File: config.mk
export PLATFORM = sky130hd
export DESIGN_NAME = pfc_port_flow_ctrl
export DESIGN_NICKNAME = d
export VERILOG_FILES = /design/src/pfc_pkg.sv /design/src/pfc_port_flow_ctrl.sv /design/src/pfc_strap_latch.sv /design/src/pfc_pause_resolve.sv
export SDC_FILE = /design/constraint.sdc
export NUM_CORES = 1
export LEC_CHECK = 0
export ABC_AREA = 1
export BUFFER_PORTS_ARGS = -buffer_cell sky130_fd_sc_hd__buf_2
export CAP_MARGIN = 20
export CELL_PAD_IN_SITES_DETAIL_PLACEMENT = 1
export CELL_PAD_IN_SITES_GLOBAL_PLACEMENT = 1
export CORE_MARGIN = 8
export CORE_UTILIZATION = 23
export CTS_CLUSTER_DIAMETER = 150
export CTS_CLUSTER_SIZE = 8
export DETAILED_ROUTE_END_ITERATION = 8
export GPL_ROUTABILITY_DRIVEN = 0
export MAX_ROUTING_LAYER = met4
export PLACE_DENSITY = 0.86
export RECOVER_POWER = 100
export SETUP_SLACK_MARGIN = 0.02
export SYNTH_ARGS = -nofsm -noshare
export SYNTH_HDL_FRONTEND = slang
export SYNTH_SLANG_ARGS = --single-unit
File: constraint.sdc
create_clock -name ref_clk -period 1 [get_ports ref_clk]
set_input_delay 0.2 -clock ref_clk [delete_from_list [all_inputs] [get_ports ref_clk]]
set_output_delay 0.2 -clock ref_clk [all_outputs]
set_load 0.1 [all_outputs]
File: src/pfc_pkg.sv
package pfc_pkg;

    // ****************************************
    // Register map
    // ****************************************
    localparam logic [11:0] REG_OFFSET = 12'h1a4;
    localparam logic [31:0] RW_MASK    = 32'h0000_0047;
    localparam logic [31:0] READ_ZERO  = 32'h0000_0000;

    // ****************************************
    // Field positions
    // ****************************************
    localparam int BIT_BACKPRESSURE = 6;
    localparam int BIT_DUPLEX       = 5;
    localparam int BIT_CUR_RX       = 4;
    localparam int BIT_CUR_TX       = 3;
    localparam int BIT_RX_GATE      = 2;
    localparam int BIT_TX_GATE      = 1;
    localparam int BIT_MANUAL       = 0;

    // ****************************************
    // Reset values before the straps are taken
    // ****************************************
    localparam logic RST_GATE   = 1'b0;
    localparam logic RST_STATUS = 1'b0;

    // ****************************************
    // Bus handshake states
    // ****************************************
    typedef enum logic [2:0] {
        ST_IDLE   = 3'b001,
        ST_ACCESS = 3'b010,
        ST_RESP   = 3'b100
    } pfc_bus_e;

    // Pause setting in force; never in half duplex
    function automatic logic pfc_pause_on(input logic manual, input logic anOn,
                                          input logic gate, input logic negotiated,
                                          input logic halfDuplex);
        logic sel;
        sel = (manual || !anOn) ? gate : negotiated;
        return sel && !halfDuplex;
    endfunction

endpackage

File: src/pfc_port_flow_ctrl.sv
module pfc_port_flow_ctrl #(
    parameter int ADDR_W = 12
) (
    // Clock and reset
    input  wire logic              ref_clk,
    input  wire logic              sys_rst,
    // APB slave
    input  wire logic              psel,
    input  wire logic              penable,
    input  wire logic              pwrite,
    input  wire logic [ADDR_W-1:0] paddr,
    input  wire logic [31:0]       pwdata,
    output logic      [31:0]       prdata,
    output logic                   pready,
    output logic                   pslverr,
    // Configuration straps
    input  wire logic              backpressure_strap,
    input  wire logic              full_duplex_pause_strap,
    input  wire logic              manual_select_strap,
    input  wire logic              duplexStrap,
    // Loader rewrite of the straps
    input  wire logic              loaderWrite,
    input  wire logic              loaderBackpressure,
    input  wire logic              loaderPause,
    input  wire logic              loaderManual,
    input  wire logic              loaderDuplex,
    // Port link state
    input  wire logic              linkHalfDuplex,
    input  wire logic              anEnabled,
    input  wire logic              anPauseRx,
    input  wire logic              anPauseTx,
    // Flow control in force
    output logic                   backpressureActive,
    output logic                   pauseRxActive,
    output logic                   pauseTxActive
);

    // ****************************************
    // State
    // ****************************************
    typedef struct packed {
        pfc_pkg::pfc_bus_e bus;
        logic [31:0]       rdata;
        logic              ready;
        logic              err;
        logic              backpressureGate;
        logic              pauseRxGate;
        logic              pauseTxGate;
        logic              manualSel;
        logic              bpActive;
    } pfc_top_s;

    pfc_top_s q, d;

    logic strapBp;
    logic strapPause;
    logic strapMan;
    logic strapDup;
    logic loadPulse;
    logic curRx;
    logic curTx;
    logic curDup;
    logic hit;
    logic resMan;
    logic resRx;
    logic resTx;
    logic resDup;
    logic [31:0] readWord;

    // ****************************************
    // Strap capture and loader rewrite
    // ****************************************
    pfc_strap_latch u_straps (
        .ref_clk                 (ref_clk),
        .sys_rst                 (sys_rst),
        .backpressure_strap      (backpressure_strap),
        .full_duplex_pause_strap (full_duplex_pause_strap),
        .manual_select_strap     (manual_select_strap),
        .duplexStrap             (duplexStrap),
        .loaderWrite             (loaderWrite),
        .loaderBackpressure      (loaderBackpressure),
        .loaderPause             (loaderPause),
        .loaderManual            (loaderManual),
        .loaderDuplex            (loaderDuplex),
        .strapBackpressure       (strapBp),
        .strapPause              (strapPause),
        .strapManual             (strapMan),
        .strapDuplex             (strapDup),
        .loadPulse               (loadPulse)
    );

    // ****************************************
    // Resolution of the settings in force
    // ****************************************
    // status from straps
    // On a strap load the status is built from the fresh strap values
    always_comb begin
        resMan = loadPulse ? strapMan : q.manualSel;
        resRx  = loadPulse ? strapPause : q.pauseRxGate;
        resTx  = loadPulse ? strapPause : q.pauseTxGate;
        resDup = loadPulse ? strapDup : linkHalfDuplex;
    end

    pfc_pause_resolve u_resolve (
        .ref_clk    (ref_clk),
        .sys_rst    (sys_rst),
        .manualSel  (resMan),
        .anEnabled  (anEnabled),
        .rxGate     (resRx),
        .txGate     (resTx),
        .anPauseRx  (anPauseRx),
        .anPauseTx  (anPauseTx),
        .halfDuplex (resDup),
        .pauseRxOn  (curRx),
        .pauseTxOn  (curTx),
        .duplexHalf (curDup)
    );

    // ****************************************
    // Read word
    // ****************************************
    // reserved read zero
    always_comb begin
        readWord = pfc_pkg::READ_ZERO;
        readWord[pfc_pkg::BIT_BACKPRESSURE] = q.backpressureGate;
        readWord[pfc_pkg::BIT_DUPLEX] = curDup;
        readWord[pfc_pkg::BIT_CUR_RX] = curRx;
        readWord[pfc_pkg::BIT_CUR_TX] = curTx;
        readWord[pfc_pkg::BIT_RX_GATE] = q.pauseRxGate;
        readWord[pfc_pkg::BIT_TX_GATE] = q.pauseTxGate;
        readWord[pfc_pkg::BIT_MANUAL] = q.manualSel;
    end

    assign hit = (paddr[ADDR_W-1:2] == pfc_pkg::REG_OFFSET[ADDR_W-1:2]);

    // ****************************************
    // Next state
    // ****************************************
    always_comb begin
        d = q;
        d.ready = 1'b0;
        d.err   = 1'b0;
        case (q.bus)
            pfc_pkg::ST_IDLE: begin
                if (psel && !penable) begin
                    d.bus = pfc_pkg::ST_ACCESS;
                end
            end
            pfc_pkg::ST_ACCESS: begin
                // Answer one cycle into the access phase
                if (psel && penable) begin
                    d.bus   = pfc_pkg::ST_RESP;
                    d.ready = 1'b1;
                    d.err   = !hit;
                    d.rdata = (hit && !pwrite) ? readWord : pfc_pkg::READ_ZERO;
                end else begin
                    d.bus = pfc_pkg::ST_IDLE;
                end
            end
            pfc_pkg::ST_RESP: begin
                d.rdata = pfc_pkg::READ_ZERO;
                d.bus   = (psel && !penable) ? pfc_pkg::ST_ACCESS : pfc_pkg::ST_IDLE;
            end
            default: begin
                d.bus = pfc_pkg::ST_IDLE;
            end
        endcase

        // local write only
        // Write lands at the edge where pready is seen high
        if (q.ready && psel && penable && pwrite && hit) begin
            d.backpressureGate = pwdata[pfc_pkg::BIT_BACKPRESSURE];
            d.pauseRxGate      = pwdata[pfc_pkg::BIT_RX_GATE];
            d.pauseTxGate      = pwdata[pfc_pkg::BIT_TX_GATE];
            d.manualSel        = pwdata[pfc_pkg::BIT_MANUAL];
        end

        // strap reload
        // A loader rewrite wins over a write in the same cycle
        if (loadPulse) begin
            d.backpressureGate = strapBp;
            d.pauseRxGate      = strapPause;
            d.pauseTxGate      = strapPause;
            d.manualSel        = strapMan;
        end

        d.bpActive = q.backpressureGate && linkHalfDuplex;
    end

    always_ff @(posedge ref_clk) begin
        if (sys_rst) begin
            q.bus              <= pfc_pkg::ST_IDLE;
            q.rdata            <= pfc_pkg::READ_ZERO;
            q.ready            <= 1'b0;
            q.err              <= 1'b0;
            q.backpressureGate <= pfc_pkg::RST_GATE;
            q.pauseRxGate      <= pfc_pkg::RST_GATE;
            q.pauseTxGate      <= pfc_pkg::RST_GATE;
            q.manualSel        <= pfc_pkg::RST_GATE;
            q.bpActive         <= pfc_pkg::RST_STATUS;
        end else begin
            q <= d;
        end
    end

    // ****************************************
    // Outputs
    // ****************************************
    assign prdata             = q.rdata;
    assign pready             = q.ready;
    assign pslverr            = q.err;
    assign backpressureActive = q.bpActive;
    assign pauseRxActive      = curRx;
    assign pauseTxActive      = curTx;
endmodule

File: src/pfc_strap_latch.sv
module pfc_strap_latch (
    // Clock and reset
    input  wire logic ref_clk,
    input  wire logic sys_rst,
    // Straps sampled at reset release
    input  wire logic backpressure_strap,
    input  wire logic full_duplex_pause_strap,
    input  wire logic manual_select_strap,
    input  wire logic duplexStrap,
    // Loader rewrite
    input  wire logic loaderWrite,
    input  wire logic loaderBackpressure,
    input  wire logic loaderPause,
    input  wire logic loaderManual,
    input  wire logic loaderDuplex,
    // Stored strap values and load pulse
    output logic      strapBackpressure,
    output logic      strapPause,
    output logic      strapManual,
    output logic      strapDuplex,
    output logic      loadPulse
);
    typedef struct packed {
        logic armed;
        logic bp;
        logic pause;
        logic man;
        logic dup;
        logic pulse;
    } pfc_strap_s;

    pfc_strap_s q, d;

    always_comb begin
        d = q;
        d.pulse = 1'b0;
        // Capture once, first cycle after reset release
        if (!q.armed) begin
            d.armed = 1'b1;
            d.bp    = backpressure_strap;
            d.pause = full_duplex_pause_strap;
            d.man   = manual_select_strap;
            d.dup   = duplexStrap;
            d.pulse = 1'b1;
        end else if (loaderWrite) begin
            d.bp    = loaderBackpressure;
            d.pause = loaderPause;
            d.man   = loaderManual;
            d.dup   = loaderDuplex;
            d.pulse = 1'b1;
        end
    end

    always_ff @(posedge ref_clk) begin
        if (sys_rst) begin
            q <= '0;
        end else begin
            q <= d;
        end
    end

    assign strapBackpressure = q.bp;
    assign strapPause        = q.pause;
    assign strapManual       = q.man;
    assign strapDuplex       = q.dup;
    assign loadPulse         = q.pulse;
endmodule

File: src/pfc_pause_resolve.sv
module pfc_pause_resolve (
    // Clock and reset
    input  wire logic ref_clk,
    input  wire logic sys_rst,
    // Selection inputs
    input  wire logic manualSel,
    input  wire logic anEnabled,
    input  wire logic rxGate,
    input  wire logic txGate,
    input  wire logic anPauseRx,
    input  wire logic anPauseTx,
    input  wire logic halfDuplex,
    // Settings in force
    output logic      pauseRxOn,
    output logic      pauseTxOn,
    output logic      duplexHalf
);
    typedef struct packed {
        logic rx;
        logic tx;
        logic dup;
    } pfc_res_s;

    pfc_res_s q, d;

    always_comb begin
        d.rx  = pfc_pkg::pfc_pause_on(manualSel, anEnabled, rxGate, anPauseRx, halfDuplex);
        d.tx  = pfc_pkg::pfc_pause_on(manualSel, anEnabled, txGate, anPauseTx, halfDuplex);
        d.dup = halfDuplex;
    end

    always_ff @(posedge ref_clk) begin
        if (sys_rst) begin
            q <= {pfc_pkg::RST_STATUS, pfc_pkg::RST_STATUS, pfc_pkg::RST_STATUS};
        end else begin
            q <= d;
        end
    end

    assign pauseRxOn  = q.rx;
    assign pauseTxOn  = q.tx;
    assign duplexHalf = q.dup;
endmodule

=== Word-level counts from Yosys, hierarchy flattened ===
Index checks and enable logic that the tools add are counted.

* Equal/unequal tests: 7
* Muxes and demuxes: 18
* Bitwise gates (word level): 2
* Reduce and logical (&&, ||, !) cells: 21

{| class="wikitable"
|+ Operator list
! kind !! count
|-
| $pmux W32 S2 || 1
|-
| $mux W34 || 1
|-
| $eq A10 B7 Y1 const B || 1
|-
| $logic_and A1 B1 Y1 || 10
|-
| $mux W5 || 2
|-
| $pmux W3 S3 || 1
|-
| $mux W4 || 2
|-
| $mux W7 || 1
|-
| $mux W1 || 6
|-
| $mux W3 || 2
|-
| $mux W6 || 1
|-
| $ne A2 B2 Y1 const B || 3
|-
| $logic_not A1 Y1 || 5
|-
| $reduce_bool A2 Y1 || 2
|-
| $eq A3 B1 Y1 const B || 1
|-
| $eq A3 B2 Y1 const B || 1
|-
| $eq A3 B3 Y1 const B || 1
|-
| $reduce_or A3 Y1 || 1
|-
| $mux W2 || 1
|-
| $not A1 Y1 || 2
|-
| $reduce_and A2 Y1 || 1
|-
| $reduce_or A2 Y1 || 1
|-
| $logic_or A1 B1 Y1 || 1
|}

* Register bits after elaboration: 51
* Logic and storage cells: 66

=== Longest topological paths before layout ===
* Word-level depth: 6
* Gate-level depth with buffers: 9
* Mapped depth without buffers: 9

=== Cells and area by module ===
Synthesis repeated with hierarchy kept, for this count alone.

* Cells, all modules: 215
* Area, all modules: 1472.7 µm²

{| class="wikitable"
|+ By module, submodules not included
! module !! times used !! cells each !! area each (µm²) !! sequential area each (µm²)
|-
| pfc_port_flow_ctrl || 1 || 152 || 1064.8 || 340.3
|-
| pfc_strap_latch || 1 || 44 || 282.8 || 120.1
|-
| pfc_pause_resolve || 1 || 19 || 125.1 || 60.1
|}

=== Worst setup path after synthesis ===
Ideal clock, no wire load.

* Kind: register to register
* Start: register q (netlist bit pready)
* End: register q[1] in the netlist's numbering
* Data arrival time: 1484 ps
* Setup slack: -597 ps
* Cell stages (with the launch flop): 8
* Clock period less this slack: 1597 ps
* Path through: dfxtp_1 > nand2_1 > nor2_1 > nand3_1 > nand2_2 > nand2_1 > nand2_1 > nor2_1

* Cells in the longest elaborated chain, start to end: 5

{| class="wikitable"
|+ Ends and longest elaborated chain
! item !! line !! RTL
|-
| from (decl) || pfc_port_flow_ctrl.sv:53 || <nowiki>pfc_top_s q, d;</nowiki>
|-
| $logic_and A1 B1 Y1 (4 in a row) || pfc_port_flow_ctrl.sv:171 || <nowiki>if (q.ready && psel && penable && pwrite && hit) begin</nowiki>
|-
| $reduce_bool A2 Y1 (no line) || -- ||
|}

No other way between the ends.
A chain may end at the register's enable or synchronous reset.

=== Worst setup path after layout ===
* Start: register q[41] in the netlist's numbering
* End: register q (netlist bit prdata[1])

* Cells in the longest elaborated chain, start to end: 3
* Elaborated cells between the ends (all ways): 6
* Classes of those cells: 3 x eq/ne; 1 x mux; 2 x reduce/logical

{| class="wikitable"
|+ Ends and longest elaborated chain
! item !! line !! RTL
|-
| $eq A3 B2 Y1 / $eq A3 B3 Y1 (equally long branches) || pfc_port_flow_ctrl.sv:143 || <nowiki>case (q.bus)</nowiki>
|-
| $ne A2 B2 Y1 (no line) / $reduce_bool A2 Y1 (equally long branches) || -- ||
|-
| $reduce_and A2 Y1 (no line) || -- ||
|}

Several ways; a longest one is shown, not always the timed one.

==> qor.yml <==
sta:
  hold_violations: 0
  layout_setup_ws_ns: -0.132
  timing.fmax_ghz: 0.883
  hold_ws_ns: 0.144
  fin_crit_sh: 1.13
  skew_ns: 0.00338
  finalSetupViolations: 24
  rsz0062_at_grt: "yes"
  maxSlewViolCount: 0
  min_period_ns: 1.13
cells_and_area:
  fin_util: 0.358
  final_common_cell: "buf_2"
  num-nets-final: 296
  n_antenna_cell: 0
  mostFrequentLayoutCells: "buf_2 (31), nand2_1 (28), conb_1 (25)"
  regArea_um2: 546
  area_growth_pct: 48.7
  final_layout_size_suffix_gt1_frac: 0.506
  multi_input_area_um2: 684
  fillers: 708
  postLayoutCellArea_mm2: 0.00198
yosys:
  avgSynthCellArea_um2: 7.53
  syn_inst: 177
  synth-seq-cells: 26
  syn-cell-area_mm2: 0.00133
  ys_seq_area_frac: 0.391
  synth.distinct_cells: 27
  ys_warn_count: 0
setup_path:
  cp-start-kind: "flip-flop"
  cp_max_fo: 7
  end_kind: "flip-flop"
  max_stage_delay_ns: 0.33
  cp.arrival_ns: 1.34
  cp.required_ns: 1.21
  slowest_stage: "dfxtp_2"
  critPathKind: "flip-flop to flip-flop"
  crit_chain: "inv_2 > nand3_2 > nor2_4 > inv_4 > nor2_8 > nand3_1 > a21oi_1"
global_route:
  grt_pass1_wl_um: 6040
  grt_pass1_vias: 1390
  grt_max_degree: 16
  grt_use_total: 0.0871
  grt_overflow: 0
  antenna_found_initial: 0
drt:
  wl_met1_um: 1500
  routed_wl_um: 3760
  route.met2.wl_um: 2060
  dr.first_iter.drc_count: 32
  ant_nets: 0
  num_vias: 1226
  avgRoutedWirePerCell_um: 12.3
  drc: 0
  first_pass_iters: 4
  routed.top_layer: "met4"
  post_drt_via_cell_ratio: 4.02
  wl_met3_um: 172
power_and_ir_drop:
  irDropWorstVdd_mv: 0.919
  powerDensity_mw_per_mm2: 1350
  total_power_mw: 2.67
  p_leak_nw: 0.889
placed_design:
  post_dp_cell_area_mm2: 0.00175
  dp_hpwl_um: 2970
  io_buffers: 43
die:
  io_pins: 99
  die_area_mm2: 0.00849
  die_height_um: 92.1
  rows: 27
  coreArea_mm2: 0.00554
  fp.dieW_um: 92.1
  initial_utilization: 0.241
clocking:
  cts.path.max_buffers: 2
  cts_tree: "done"
  cts_inserted_buffers: 3
  clock_latency_ns: 0.27
  cts.clk_slew.worst_paths_ns: 0.09
  cts_root_buf: "clkbuf_8"
  cts.sinks: 26
  ctsHtreeMaxLevel: 1
outcome:
  violations: "negative setup slack"
  status: "complete, but fails checks"
flow_run:
  cap_viol_max_count: 0
worst_hold_path:
  hp-class: "input port to flip-flop"
sequential cells by signal, indices dropped and copies added, names as in the netlist:
name and count:
u_straps.strapPause 1, u_resolve.pauseTxOn 1, q 7, pready 1, u_straps.strapBackpressure 1, pslverr 1, u_straps.loadPulse 1, u_resolve.pauseRxOn 1
u_straps.q 1, prdata 7, u_straps.strapManual 1, backpressureActive 1, u_straps.strapDuplex 1, u_resolve.duplexHalf 1
critical path, delay by kind of cell (launching register included):
family                 cells  cell delay (ns)
flip-flops                 1             0.33
AND/OR/NAND/NOR            4             0.47
buffers and inverters      2             0.13
AO/OA/AOI/OAI              1             0.15
routing by layer:
| layer | vias to the layer above | track usage |
|---|---|---|
| met5 | - | - |
| met4 | 0 | 0.0161 |
| li1 | 618 | - |
| met3 | 5 | 0.0269 |
| met1 | 565 | 0.0907 |
| met2 | 38 | 0.158 |
power breakdown:
group	switching, mW	leakage [nW]	internal [mW]
combinational	0.617	0.635	0.167
sequential	0.0382	0.220	1.08
clock	0.338	0.0339	0.435
total	0.993	0.889	1.68
stage by stage:
| step | std cells | worst slack [ns] | setup TNS (ns) |
|---|---|---|---|
| 5_1_grt | 305 | -0.247 | -3.36 |
| 2_1_floorplan | 201 | -0.134 | -0.538 |
| 3_3_place_gp | 292 | -0.191 | -1.76 |
| 4_1_cts | 299 | -0.106 | -1.37 |
| 3_5_place_dp | 292 | -0.217 | -2.16 |
| 6_report | 305 | -0.132 | -1.30 |
final cells by class:
type                            instances  share of cell area
Multi-Input combinational cell        128               0.345
Tap cell                               72              0.0455
Clock buffer                            4              0.0335
Inverter                               12              0.0253
Sequential cell                        26               0.275
Timing Repair Buffer                   63               0.275
cell usage after synthesis:
master | instances | area (µm²)
a211oi_1 | 2 | 15.0
a21oi_1 | 13 | 65.1
a21oi_2 | 1 | 8.76
a31oi_1 | 4 | 25.0
and2_1 | 1 | 6.26
buf_1 | 1 | 3.75
buf_2 | 1 | 5.00
buf_4 | 32 | 240
buf_6 | 1 | 11.3
conb_1 | 1 | 3.75
dfxtp_1 | 26 | 521
inv_1 | 9 | 33.8
inv_2 | 3 | 11.3
mux2i_1 | 1 | 10.0
nand2_1 | 35 | 131
nand2_2 | 2 | 12.5
nand3_1 | 12 | 60.1
nand3_2 | 1 | 10.0
nor2_1 | 21 | 78.8
nor2_2 | 2 | 12.5
nor2_8 | 1 | 20.0
nor3_1 | 2 | 10.0
nor3_2 | 1 | 10.0
nor3b_1 | 1 | 7.51
o21ai_0 | 1 | 5.00
o21ai_2 | 1 | 8.76
or2_1 | 1 | 6.26
worst paths after layout:
kind	from	endpoint	slack [ns]	cells after the start
setup / recovery	q[41]	prdata[1]	-0.13	7
hold / removal	linkHalfDuplex	backpressureActive	0.14	3
hold reg to reg	q[4]	backpressureActive	0.46	2
setup reg to reg	q[41]	prdata[1]	-0.13	7
cell families (layout without fill, tap and decap cells):
logic type | after synthesis | count (layout) | share of synthesized area
other cells | 1 | 25 | 0.00281
flops | 26 | 26 | 0.391
buf+inv | 47 | 79 | 0.229
compound gates | 22 | 22 | 0.0958
mux | 1 | 1 | 0.00751
simple gates | 80 | 80 | 0.274
timing repair:
action                                  in CTS  in global routing
endpoints found under the setup margin      31                 32
hold buffers                                 0                  0
gates cloned                                 0                  0
setup buffers                                3                  7
pin swaps                                    6                  6
resized for setup                           19                 21
Power figures use the tool's default switching activity.
